File: config.mk
export PLATFORM = sky130hd
export DESIGN_NAME = cmpu_unit
export DESIGN_NICKNAME = d
export VERILOG_FILES = /design/src/rtl/cmpu_pkg.sv /design/src/rtl/cmpu_dec_if.sv /design/src/rtl/cmpu_decoder.sv /design/src/rtl/cmpu_unit.sv
export SDC_FILE = /design/constraint.sdc
export NUM_CORES = 1
export LEC_CHECK = 0
export BUFFER_PORTS_ARGS = -buffer_cell sky130_fd_sc_hd__buf_2
export CORE_MARGIN = 3
export CORE_UTILIZATION = 30
export CTS_CLUSTER_DIAMETER = 150
export DETAILED_ROUTE_END_ITERATION = 12
export PLACE_DENSITY = 0.66
export SYNTH_ARGS = -nofsm -noshare
export SYNTH_HDL_FRONTEND = slang
export SYNTH_SLANG_ARGS = --single-unit
export TNS_END_PERCENT = 5
File: constraint.sdc
create_clock -name i_clk_sys -period 2.9 [get_ports i_clk_sys]
set_input_delay 0.145 -clock i_clk_sys [delete_from_list [all_inputs] [get_ports i_clk_sys]]
set_output_delay 0.145 -clock i_clk_sys [all_outputs]
set_load 0.01 [all_outputs]
File: src/rtl/cmpu_pkg.sv
package cmpu_pkg;
   // Instruction word field positions
   localparam int A_MSB      = 31;
   localparam int A_LSB      = 27;
   localparam int B_MSB      = 26;
   localparam int B_LSB      = 22;
   localparam int C_MSB      = 21;
   localparam int C_LSB      = 17;
   localparam int OPX_MSB    = 16;
   localparam int OPX_LSB    = 11;
   localparam int SHAMT_MSB  = 10;
   localparam int SHAMT_LSB  = 6;
   localparam int IMM_MSB    = 21;
   localparam int IMM_LSB    = 6;
   localparam int OP_MSB     = 5;
   localparam int OP_LSB     = 0;
   // Encodings
   localparam logic [5:0] OP_RTYPE    = 6'h3A;
   localparam logic [5:0] OP_LTU_IMM  = 6'h30;
   localparam logic [5:0] OPX_LTU     = 6'h30;
   localparam logic [5:0] OPX_NE      = 6'h18;
   localparam logic [4:0] SHAMT_ZERO  = 5'h00;
   // Reset values
   localparam logic [31:0] RESULT_RST = 32'h00000000;
   localparam logic [4:0]  INDEX_RST  = 5'h00;

   typedef enum {CMPU_NONE, CMPU_LTU, CMPU_LTUI, CMPU_NE} cmpu_op_e;
endpackage

File: src/rtl/cmpu_dec_if.sv
`timescale 1ns/1ps
// Decoded operation between decoder and datapath
interface cmpu_dec_if;
   cmpu_pkg::cmpu_op_e op;
   logic [4:0]         dest_index;
   logic [31:0]        operand_two;

   modport dec (output op, output dest_index, output operand_two);
   modport exe (input op, input dest_index, input operand_two);
endinterface

File: src/rtl/cmpu_decoder.sv
`timescale 1ns/1ps
module cmpu_decoder (
   input  wire logic [31:0] i_instr,
   input  wire logic [31:0] i_source_two_reg,
   cmpu_dec_if.dec          dec
);
   logic [5:0] opcode;
   logic [5:0] opx;
   logic [4:0] shamt;
   logic [15:0] immediate_sixteen;

   // Field extraction
   // Opcode, extended opcode, shift and immediate fields
   assign opcode            = i_instr[cmpu_pkg::OP_MSB:cmpu_pkg::OP_LSB];
   assign opx               = i_instr[cmpu_pkg::OPX_MSB:cmpu_pkg::OPX_LSB];
   assign shamt             = i_instr[cmpu_pkg::SHAMT_MSB:cmpu_pkg::SHAMT_LSB];
   assign immediate_sixteen = i_instr[cmpu_pkg::IMM_MSB:cmpu_pkg::IMM_LSB];

   // Opcode decode; unmatched words yield no operation
   always_comb begin
      dec.op          = cmpu_pkg::CMPU_NONE;
      dec.dest_index  = i_instr[cmpu_pkg::C_MSB:cmpu_pkg::C_LSB];
      dec.operand_two = i_source_two_reg;
      if (opcode == cmpu_pkg::OP_RTYPE && opx == cmpu_pkg::OPX_LTU) begin
         dec.op = cmpu_pkg::CMPU_LTU;
      end else if (opcode == cmpu_pkg::OP_RTYPE && opx == cmpu_pkg::OPX_NE &&
                   shamt == cmpu_pkg::SHAMT_ZERO) begin
         dec.op = cmpu_pkg::CMPU_NE;
      end else if (opcode == cmpu_pkg::OP_LTU_IMM) begin
         dec.op          = cmpu_pkg::CMPU_LTUI;
         dec.dest_index  = i_instr[cmpu_pkg::B_MSB:cmpu_pkg::B_LSB];
         dec.operand_two = {16'h0000, immediate_sixteen};
      end
   end
endmodule

File: src/rtl/cmpu_unit.sv
`timescale 1ns/1ps
// Contract
// - Register unsigned less-than writes one or zero
// - Decode primary 0x3a, extended 0x30
// - Fields: source one at top, two, dest
// - Zero-extended immediate compared unsigned
// - Immediate form decoded by primary 0x30
// - Immediate unsigned; second field is destination
// - Inequality writes one when any bit differs
// - Decode 0x3a, 0x18, small field zero
module cmpu_unit (
   input  wire logic        i_clk_sys,
   input  wire logic        i_reset,
   input  wire logic        i_valid,
   input  wire logic [31:0] i_instr,
   input  wire logic [31:0] i_source_one_reg,
   input  wire logic [31:0] i_source_two_reg,
   output logic             o_wr_en,
   output logic [4:0]       o_dest_reg,
   output logic [31:0]      o_result,
   output logic             o_exception
);
   cmpu_dec_if dec_bus ();

   logic        wr_en;
   logic [4:0]  dest_reg;
   logic [31:0] result;
   logic        next_wr_en;
   logic [4:0]  next_dest_reg;
   logic [31:0] next_result;
   logic        cmp_bit;
   logic        exception;
   logic        next_exception;

   cmpu_decoder u_dec (
      .i_instr          (i_instr),
      .i_source_two_reg (i_source_two_reg),
      .dec              (dec_bus)
   );

   // Compare selection; single adder-free compare keeps the path short
   always_comb begin
      cmp_bit = 1'b0;
      case (dec_bus.op)
         cmpu_pkg::CMPU_LTU,
         cmpu_pkg::CMPU_LTUI: cmp_bit = (i_source_one_reg < dec_bus.operand_two);
         cmpu_pkg::CMPU_NE:   cmp_bit = (i_source_one_reg != dec_bus.operand_two);
         default:             cmp_bit = 1'b0;
      endcase
   end

   // Next write-back values; only recognised compares write
   always_comb begin
      next_wr_en    = 1'b0;
      next_dest_reg = dest_reg;
      next_result   = result;
      next_exception = 1'b0;
      if (i_valid && dec_bus.op != cmpu_pkg::CMPU_NONE) begin
         next_wr_en    = 1'b1;
         next_dest_reg = dec_bus.dest_index;
         next_result   = {31'h0, cmp_bit};
      end
   end

   // Write-back registers
   always_ff @(posedge i_clk_sys) begin
      if (i_reset) begin
         wr_en    <= 1'b0;
         dest_reg <= cmpu_pkg::INDEX_RST;
         result   <= cmpu_pkg::RESULT_RST;
         exception <= 1'b0;
      end else begin
         wr_en    <= next_wr_en;
         dest_reg <= next_dest_reg;
         result   <= next_result;
         exception <= next_exception;
      end
   end

   assign o_wr_en    = wr_en;
   assign o_dest_reg = dest_reg;
   assign o_result   = result;
   assign o_exception = exception;

   // Shadow decode for the checks below, written apart from the decoder so that
   // a slip in one is not quietly copied into the other
   logic chk_ltu;
   logic chk_ltui;
   logic chk_ne;
   logic chk_rform;

   assign chk_rform = (i_instr[cmpu_pkg::OP_MSB:cmpu_pkg::OP_LSB] == cmpu_pkg::OP_RTYPE);
   assign chk_ltu   = chk_rform &&
                      (i_instr[cmpu_pkg::OPX_MSB:cmpu_pkg::OPX_LSB] == cmpu_pkg::OPX_LTU);
   assign chk_ltui  = (i_instr[cmpu_pkg::OP_MSB:cmpu_pkg::OP_LSB] == cmpu_pkg::OP_LTU_IMM);
   assign chk_ne    = chk_rform &&
                      (i_instr[cmpu_pkg::OPX_MSB:cmpu_pkg::OPX_LSB] == cmpu_pkg::OPX_NE) &&
                      (i_instr[cmpu_pkg::SHAMT_MSB:cmpu_pkg::SHAMT_LSB] == cmpu_pkg::SHAMT_ZERO);

   // Register compare answers one cycle after the word is taken
   property p_ltu;
      @(posedge i_clk_sys) disable iff (i_reset)
      (i_valid && i_instr[5:0] == 6'h3A && i_instr[16:11] == 6'h30) |=>
      (o_wr_en && o_result == {31'h0, $past(i_source_one_reg) < $past(i_source_two_reg)});
   endproperty
   a_ltu: assert property (p_ltu) else $error("ltu result wrong");

   // Register compare writes to the third field
   property p_ltu_dest;
      @(posedge i_clk_sys) disable iff (i_reset)
      (i_valid && i_instr[5:0] == 6'h3A && i_instr[16:11] == 6'h30) |=>
      o_dest_reg == $past(i_instr[21:17]);
   endproperty
   a_ltu_dest: assert property (p_ltu_dest) else $error("ltu dest wrong");

   // Immediate compare against the zero-padded field
   property p_ltui;
      @(posedge i_clk_sys) disable iff (i_reset)
      (i_valid && i_instr[5:0] == 6'h30) |=>
      (o_wr_en && o_result[0] == ($past(i_source_one_reg) < {16'h0, $past(i_instr[21:6])}));
   endproperty
   a_ltui: assert property (p_ltui) else $error("ltui result wrong");

   // Immediate form writes to the second field
   property p_ltui_dest;
      @(posedge i_clk_sys) disable iff (i_reset)
      (i_valid && i_instr[5:0] == 6'h30) |=> o_dest_reg == $past(i_instr[26:22]);
   endproperty
   a_ltui_dest: assert property (p_ltui_dest) else $error("ltui dest wrong");

   // A source above sixteen bits can never be below the immediate
   property p_ltui_big;
      @(posedge i_clk_sys) disable iff (i_reset)
      (i_valid && i_instr[5:0] == 6'h30 && i_source_one_reg[31:16] != 16'h0) |=>
      o_result == 32'h0;
   endproperty
   a_ltui_big: assert property (p_ltui_big) else $error("ltui not unsigned");

   // Inequality result follows the sampled sources
   property p_ne;
      @(posedge i_clk_sys) disable iff (i_reset)
      (i_valid && i_instr[5:0] == 6'h3A && i_instr[16:11] == 6'h18 && i_instr[10:6] == 5'h0)
      |=> (o_wr_en && o_result[0] == ($past(i_source_one_reg) != $past(i_source_two_reg)));
   endproperty
   a_ne: assert property (p_ne) else $error("ne result wrong");

   // A nonzero small field turns the inequality word away
   property p_ne_field;
      @(posedge i_clk_sys) disable iff (i_reset)
      (i_valid && i_instr[5:0] == 6'h3A && i_instr[16:11] == 6'h18 && i_instr[10:6] != 5'h0)
      |=> !o_wr_en;
   endproperty
   a_ne_field: assert property (p_ne_field) else $error("ne decoded bad word");

   // Written results carry only the low bit
   property p_zext;
      @(posedge i_clk_sys) disable iff (i_reset)
      o_wr_en |-> (o_result[31:1] == 31'h0 && !o_exception);
   endproperty
   a_zext: assert property (p_zext) else $error("result not zero-extended");

   // Other register-format words leave write-back alone
   property p_other;
      @(posedge i_clk_sys) disable iff (i_reset)
      (i_valid && i_instr[5:0] == 6'h3A && i_instr[16:11] != 6'h30 && i_instr[16:11] != 6'h18)
      |=> !o_wr_en;
   endproperty
   a_other: assert property (p_other) else $error("foreign word written");

   // Reset clears the whole write-back port on the following edge
   property p_rst;
      @(posedge i_clk_sys)
      i_reset |=> (!o_wr_en && o_dest_reg == cmpu_pkg::INDEX_RST &&
                   o_result == cmpu_pkg::RESULT_RST && !o_exception);
   endproperty
   a_rst: assert property (p_rst) else $error("reset left outputs set");

   // Idle cycles write nothing and leave the last result on the port
   property p_idle_hold;
      @(posedge i_clk_sys) disable iff (i_reset)
      !i_valid |=> (!o_wr_en && $stable(o_result) && $stable(o_dest_reg));
   endproperty
   a_idle_hold: assert property (p_idle_hold) else $error("idle cycle moved outputs");

   // A differing top bit alone decides the order; a signed compare fails here
   property p_ltu_msb;
      @(posedge i_clk_sys) disable iff (i_reset)
      (i_valid && chk_ltu && i_source_one_reg[31] != i_source_two_reg[31]) |=>
      (o_wr_en && o_result[0] == $past(i_source_two_reg[31]));
   endproperty
   a_ltu_msb: assert property (p_ltu_msb) else $error("ltu treated operands signed");

   // Differing upper halves settle the order before the lower halves count
   property p_ltu_upper;
      @(posedge i_clk_sys) disable iff (i_reset)
      (i_valid && chk_ltu && i_source_one_reg[31:16] != i_source_two_reg[31:16]) |=>
      (o_result[0] == ($past(i_source_one_reg[31:16]) < $past(i_source_two_reg[31:16])));
   endproperty
   a_ltu_upper: assert property (p_ltu_upper) else $error("ltu upper order wrong");

   // Small first source below the immediate must give one
   property p_ltui_small;
      @(posedge i_clk_sys) disable iff (i_reset)
      (i_valid && chk_ltui && i_source_one_reg[31:16] == 16'h0000 &&
       i_source_one_reg[15:0] < i_instr[cmpu_pkg::IMM_MSB:cmpu_pkg::IMM_LSB]) |=>
      (o_wr_en && o_result == 32'h00000001);
   endproperty
   a_ltui_small: assert property (p_ltui_small) else $error("ltui missed small source");

   // Inequality writes to the third field, like the other register form
   property p_ne_dest;
      @(posedge i_clk_sys) disable iff (i_reset)
      (i_valid && chk_ne) |=>
      (o_wr_en && o_dest_reg == $past(i_instr[cmpu_pkg::C_MSB:cmpu_pkg::C_LSB]));
   endproperty
   a_ne_dest: assert property (p_ne_dest) else $error("ne dest wrong");

   // A difference in the upper half alone must already give one
   property p_ne_upper;
      @(posedge i_clk_sys) disable iff (i_reset)
      (i_valid && chk_ne && i_source_one_reg[31:16] != i_source_two_reg[31:16]) |=>
      (o_wr_en && o_result == 32'h00000001);
   endproperty
   a_ne_upper: assert property (p_ne_upper) else $error("ne missed upper difference");
endmodule

# After elaboration in Yosys (flattened, before gate mapping)
# Index checks and enable logic that the tools add are counted.
# op_classes
mux	11
eq_ne	8
reduce_logical	7
n_lt_le_gt_ge	1
# op_table
cell	count
$mux 32	5
$eq 32x2->1 const B	2
$eq 32x1->1 const B	1
$lt 32x32->1	1
$ne 32x32->1	1
$reduce_bool 32->1	1
$eq 6x6->1 const B	3
$mux 5	3
$eq 6x5->1 const B	1
$logic_not 5->1	1
$logic_and 1x1->1	4
$mux 2	1
$pmux 1 s2	1
$reduce_or 2->1	1
$mux 1	1
# word_totals
out_inout_bits	39
regBits	7

# Depth between registers and ports, before layout
# logic_depth
word_depth	8
mapped_depth	13
depth_no_buf	11

# Cells and area by module
# A second synthesis with hierarchy kept.
# unflattened
cells_unflattened	260
hier_area_um2	2058.2
# modules_own_cells
module	seq_area_each_um2	cells_each	area_per_inst_um2	instances
cmpu_unit	140.1	177	1381.3	1
cmpu_decoder	0.0	83	676.9	1

# Worst setup path after synthesis
# Ideal clock, no wire load.
# synth_path
kind	input-to-reg
start	in i_instr[0]
end	reg result[0] (netlist: o_result[0])
t_required_ns	2.821
setup_time_ns	0.079
cell_stages	13
setup_slack_ns	0.328
path_buffers	2
t_arrival_ns	2.492
path_cell_list	nor2_1 nand3_1 or3_1 buf_2 buf_4 mux2i_1 ha_1 a21oi_2 nand2_1 a221o_1 o31ai_1 nand3_1 a211oi_2
# synth_between
elab_chain_len	8
elab_cells_between_ends	20
cone_classes	order compare (1); eq/ne (6); mux (7); reduce/logical (6)
# synth_lines
item	line_no	rtl
start: declaration	cmpu_unit.sv:15	input wire logic [31:0] i_instr,
parallel branches: the longest is 8 deep, another holds $lt 32x32->1	-	
end signal: assignment	cmpu_unit.sv:70	result <= cmpu_pkg::RESULT_RST;
end signal: assignment	cmpu_unit.sv:75	result <= next_result;
end: declaration	cmpu_unit.sv:27	logic [31:0] result;
# Parallel ways; which one is timed is not known.
# A chain may end at the register's enable or synchronous reset.

# Final worst setup path
# Same ends and word-level chain as after synthesis.

==> summary.md <==
| Metric | Value |
|---|---|
| Slew Viols, Final | 0 |
| Status | completed |
| Die area | about 6200 um2 |
| Crit. End Element | flop |
| Top FF cell, synth | dfxtp_1 |
| CP max stage delay | around 0.46 ns |
| Final Cycle Share | approximately 90% |
| # DRC | 0 |
| EDFF count, synth | 0 |
| Hpwl dp | around 3.7 mm |
| Design area | roughly 2100 um2 |
| Cell count after synthesis | between 150 and 200 |
| GP Congestion | between 0.8 and 0.9 |
| Yosys reg bits | 7 |
| Synth top area cells | ha_1 (27%), buf_4 (16%), mux2i_1 (13%), dfxtp_1 (8.8%), nand2_1 (5.0%) |
| Area after DPL | 2058 um2 |
| Max_slew headroom | a little under three fifths |
| Ys Warns | 0 |
| Buffers on Ports | 100 |
| H-tree depth reported by CTS | 1 |
| Slowest-stage cell, CP | or3_2 |
| CTS Buf Count | 3 |
| Share of post-route cells with drive strength above 1 | 37.50% |
| Hold WC Path Type | input port to flop |
| Count leader, synth | ha_1 |
| # Post-CTS Setup Buffers | 0 |
| Diodes inserted | 0 |
| Power Dens Cells | 206.1 nW/um2 |
| Post-Syn Area per Cell | between 8 and 9 um2 |
| CP Launch Type | input port |
| CP Max Fanout | 22 |
| Final setup fails | 0 |
| Internal power consumption | slightly below 300 uW |
| Gr usage total | 11.64% |
| Clock buffer depth | 2 |
| Clk network pwr share | 30.7% |
| Initial Util | approximately 32% |
| Core area | between 4000 and 5000 um2 |
| Fin nets | 430 |
| Synth cell count leaders | ha_1 (34), buf_4 (33), nand2_1 (21), mux2i_1 (20), a21oi_1 (12) |
| Comb pwr share | 46.8% |
| Initial antenna violation count | 0 |
| Sequential Area | between 100 and 150 um2 |
| Post-Syn Area | about 1600 um2 |
| Crit path time final | ~2.6 ns |
| Most frequent cell on the critical path | nand3_1 |
| Max Cap Viol | 0 |
| Row cnt | 25 |
| Sw Share | around a third |
| Drt wl/cell | between 10 and 15 um |
| Max frequency | about 380 MHz |
| Iter 0 DRT Violations | 36 |
| Worst-Margin Slew | approximately 0.67 ns |
| Number of global-route vias before repair | around 1500 |
| Die outline width | slightly below 80 um |
| Setup TNS | 0 ns |
| Top delay family on crit path | compound AO/OA/AOI/OAI gates |
| Final antenna-violating net count | 0 |
| Global-route wire length before repair | slightly above 6 mm |
| Psw | 142.8 uW |
| Post-CTS resize count | 0 |
| Post-synth top area share | a little over a quarter |
| Setup Skew | 0 ns |
| Worst-path cell chain | buf_2, nor2_1, nand3_1, or3_2, buf_12, mux2i_1, ha_1, a21oi_1, o21ai_0, a221o_1, o31ai_1, nand3_1, a211oi_2 |
| Worst VDD drop | 0.1029 mV |
| Root Buffer | clkbuf_8 |
| Largest net degree at the start of global routing | 23 |
| Area of the multi-input gates | ~1300 um2 |
| Dominant cell type by area after synthesis | ha_1 |
| Register area share after synthesis | 8.840% |
| CTS sink cnt | 7 |
| Grt total ovfl | 0 |
| Clock slew at reported path FFs | 0.04 ns |
| WP data required | between 3 and 4 ns |
| CTS tree | done |
| Worst Path Class, Setup | input port to flop |
| Detailed-route via count | about 1600 |
| Area grow syn2layout | 32.68% |
| Crit path DAT | ~2.8 ns |
| Die height | ~80 um |
| Synth async-reset ratio | 0% |
| Leak | roughly 0.0013 uW |
| Final Hold Fails | 0 |
| IO Count | between 100 and 150 |
| Post-CTS Hold Buffers | 0 |
| Fill cells | ~510 |
| Unrepaired setup endpoints after global routing | false |
| Sequential Power Share | between 20% and 30% |
| Max FFs per register | 5 |
| DR pass1 iterations | 4 |
| Post-synth cell types | 34 |
| Via density | about 4.4 |
| Worst-Skew Late Latency | 0.22 ns |
| Post-Route WL | between 4 and 5 mm |
| Buf+Inv Stages, Crit Path | 2 |
==> cell usage in the layout, fill, tap and decap left out, types with 2 or more instances in the layout <==
master	count
o21ai_0	2
mux2i_1	20
ha_1	34
a21oi_1	12
nor4_1	3
conb_1	32
nand3_1	8
dfxtp_1	7
inv_1	4
a211oi_1	5
buf_2	100
a21o_1	3
nor2_1	11
nor2b_1	3
clkbuf_8	3
buf_4	2
nand4_1	8
nand2_1	21
==> metrics by stage <==
step | instances | utilization (%) | setup slack (ns) | hold WS, ns | power (uW)
finish | 363 | 42.83 | 0.2715 | 0.1888 | 433.5
global route | 363 | 42.83 | 0.07287 | 0.1988 | 473.1
CTS | 363 | 42.83 | 0.2412 | 0.1860 | 436.9
detailed placement | 359 | 41.91 | 0.01791 | 0.4133 | 301.1
global placement | 359 | 41.91 | 0.07993 | 0.4077 | 297.2
floorplan | 226 | - | 0.3283 | 0.2174 | 243.6
==> final timing paths <==
check | start | to | slack, ns | cells after the start
hold / removal | i_valid | o_wr_en$_SDFF_PP0_ | 0.19 | 3
hold reg to reg | o_dest_reg[4]$_SDFFE_PP0P_ | o_dest_reg[4]$_SDFFE_PP0P_ | 0.49 | 2
setup reg to reg | o_dest_reg[1]$_SDFFE_PP0P_ | o_dest_reg[1]$_SDFFE_PP0P_ | 2.24 | 2
setup / recovery | i_instr[0] | o_result[0]$_SDFFE_PP0P_ | 0.27 | 13
==> worst min-delay path, delay by kind of cell <==
kind / cells / cell delay (ns)
AND/OR/NAND/NOR: 2 / 0.14
buffers and inverters: 1 / 0.08
==> power by group through the flow <==
stage	Clock (uW)	Combinational (uW)	Sequential (uW)
2_1_floorplan	0	144	99.6
3_3_place_gp	0	198	99.2
3_5_place_dp	0	202	99.3
4_1_cts	136	203	97.7
5_1_grt	145	231	97.6
6_report	133	203	97.7
==> final cells by class <==
type / count / area share, %
Multi-Input combinational cell: 178 / 61.03
Inverter: 4 / 0.7139
Sequential cell: 7 / 6.663
Clock buffer: 4 / 2.142
Timing Repair Buffer: 103 / 25.46
Tap cell: 67 / 3.986
==> layer usage <==
layer | global-route usage, % | wire length (um) | up-vias
met4 | 3.322 | 44 | 0
li1 | - | - | 855
met2 | 20.46 | 1967 | 78
met5 | 0 | 0 | -
met3 | 2.041 | 357 | 4
met1 | 14.47 | 1716 | 669
==> kinds of logic (layout without fill, tap and decap cells) <==
logic type | count (synthesis) | after routing | share of synthesized area (%)
compound gates | 33 | 33 | 15.79
fa+ha+maj | 34 | 34 | 26.84
buf+inv | 41 | 111 | 17.60
flops | 7 | 7 | 8.840
mux | 21 | 21 | 13.34
other cells | 1 | 32 | 0.2366
simple gates | 58 | 58 | 17.37
Power figures use the tool's default switching activity.
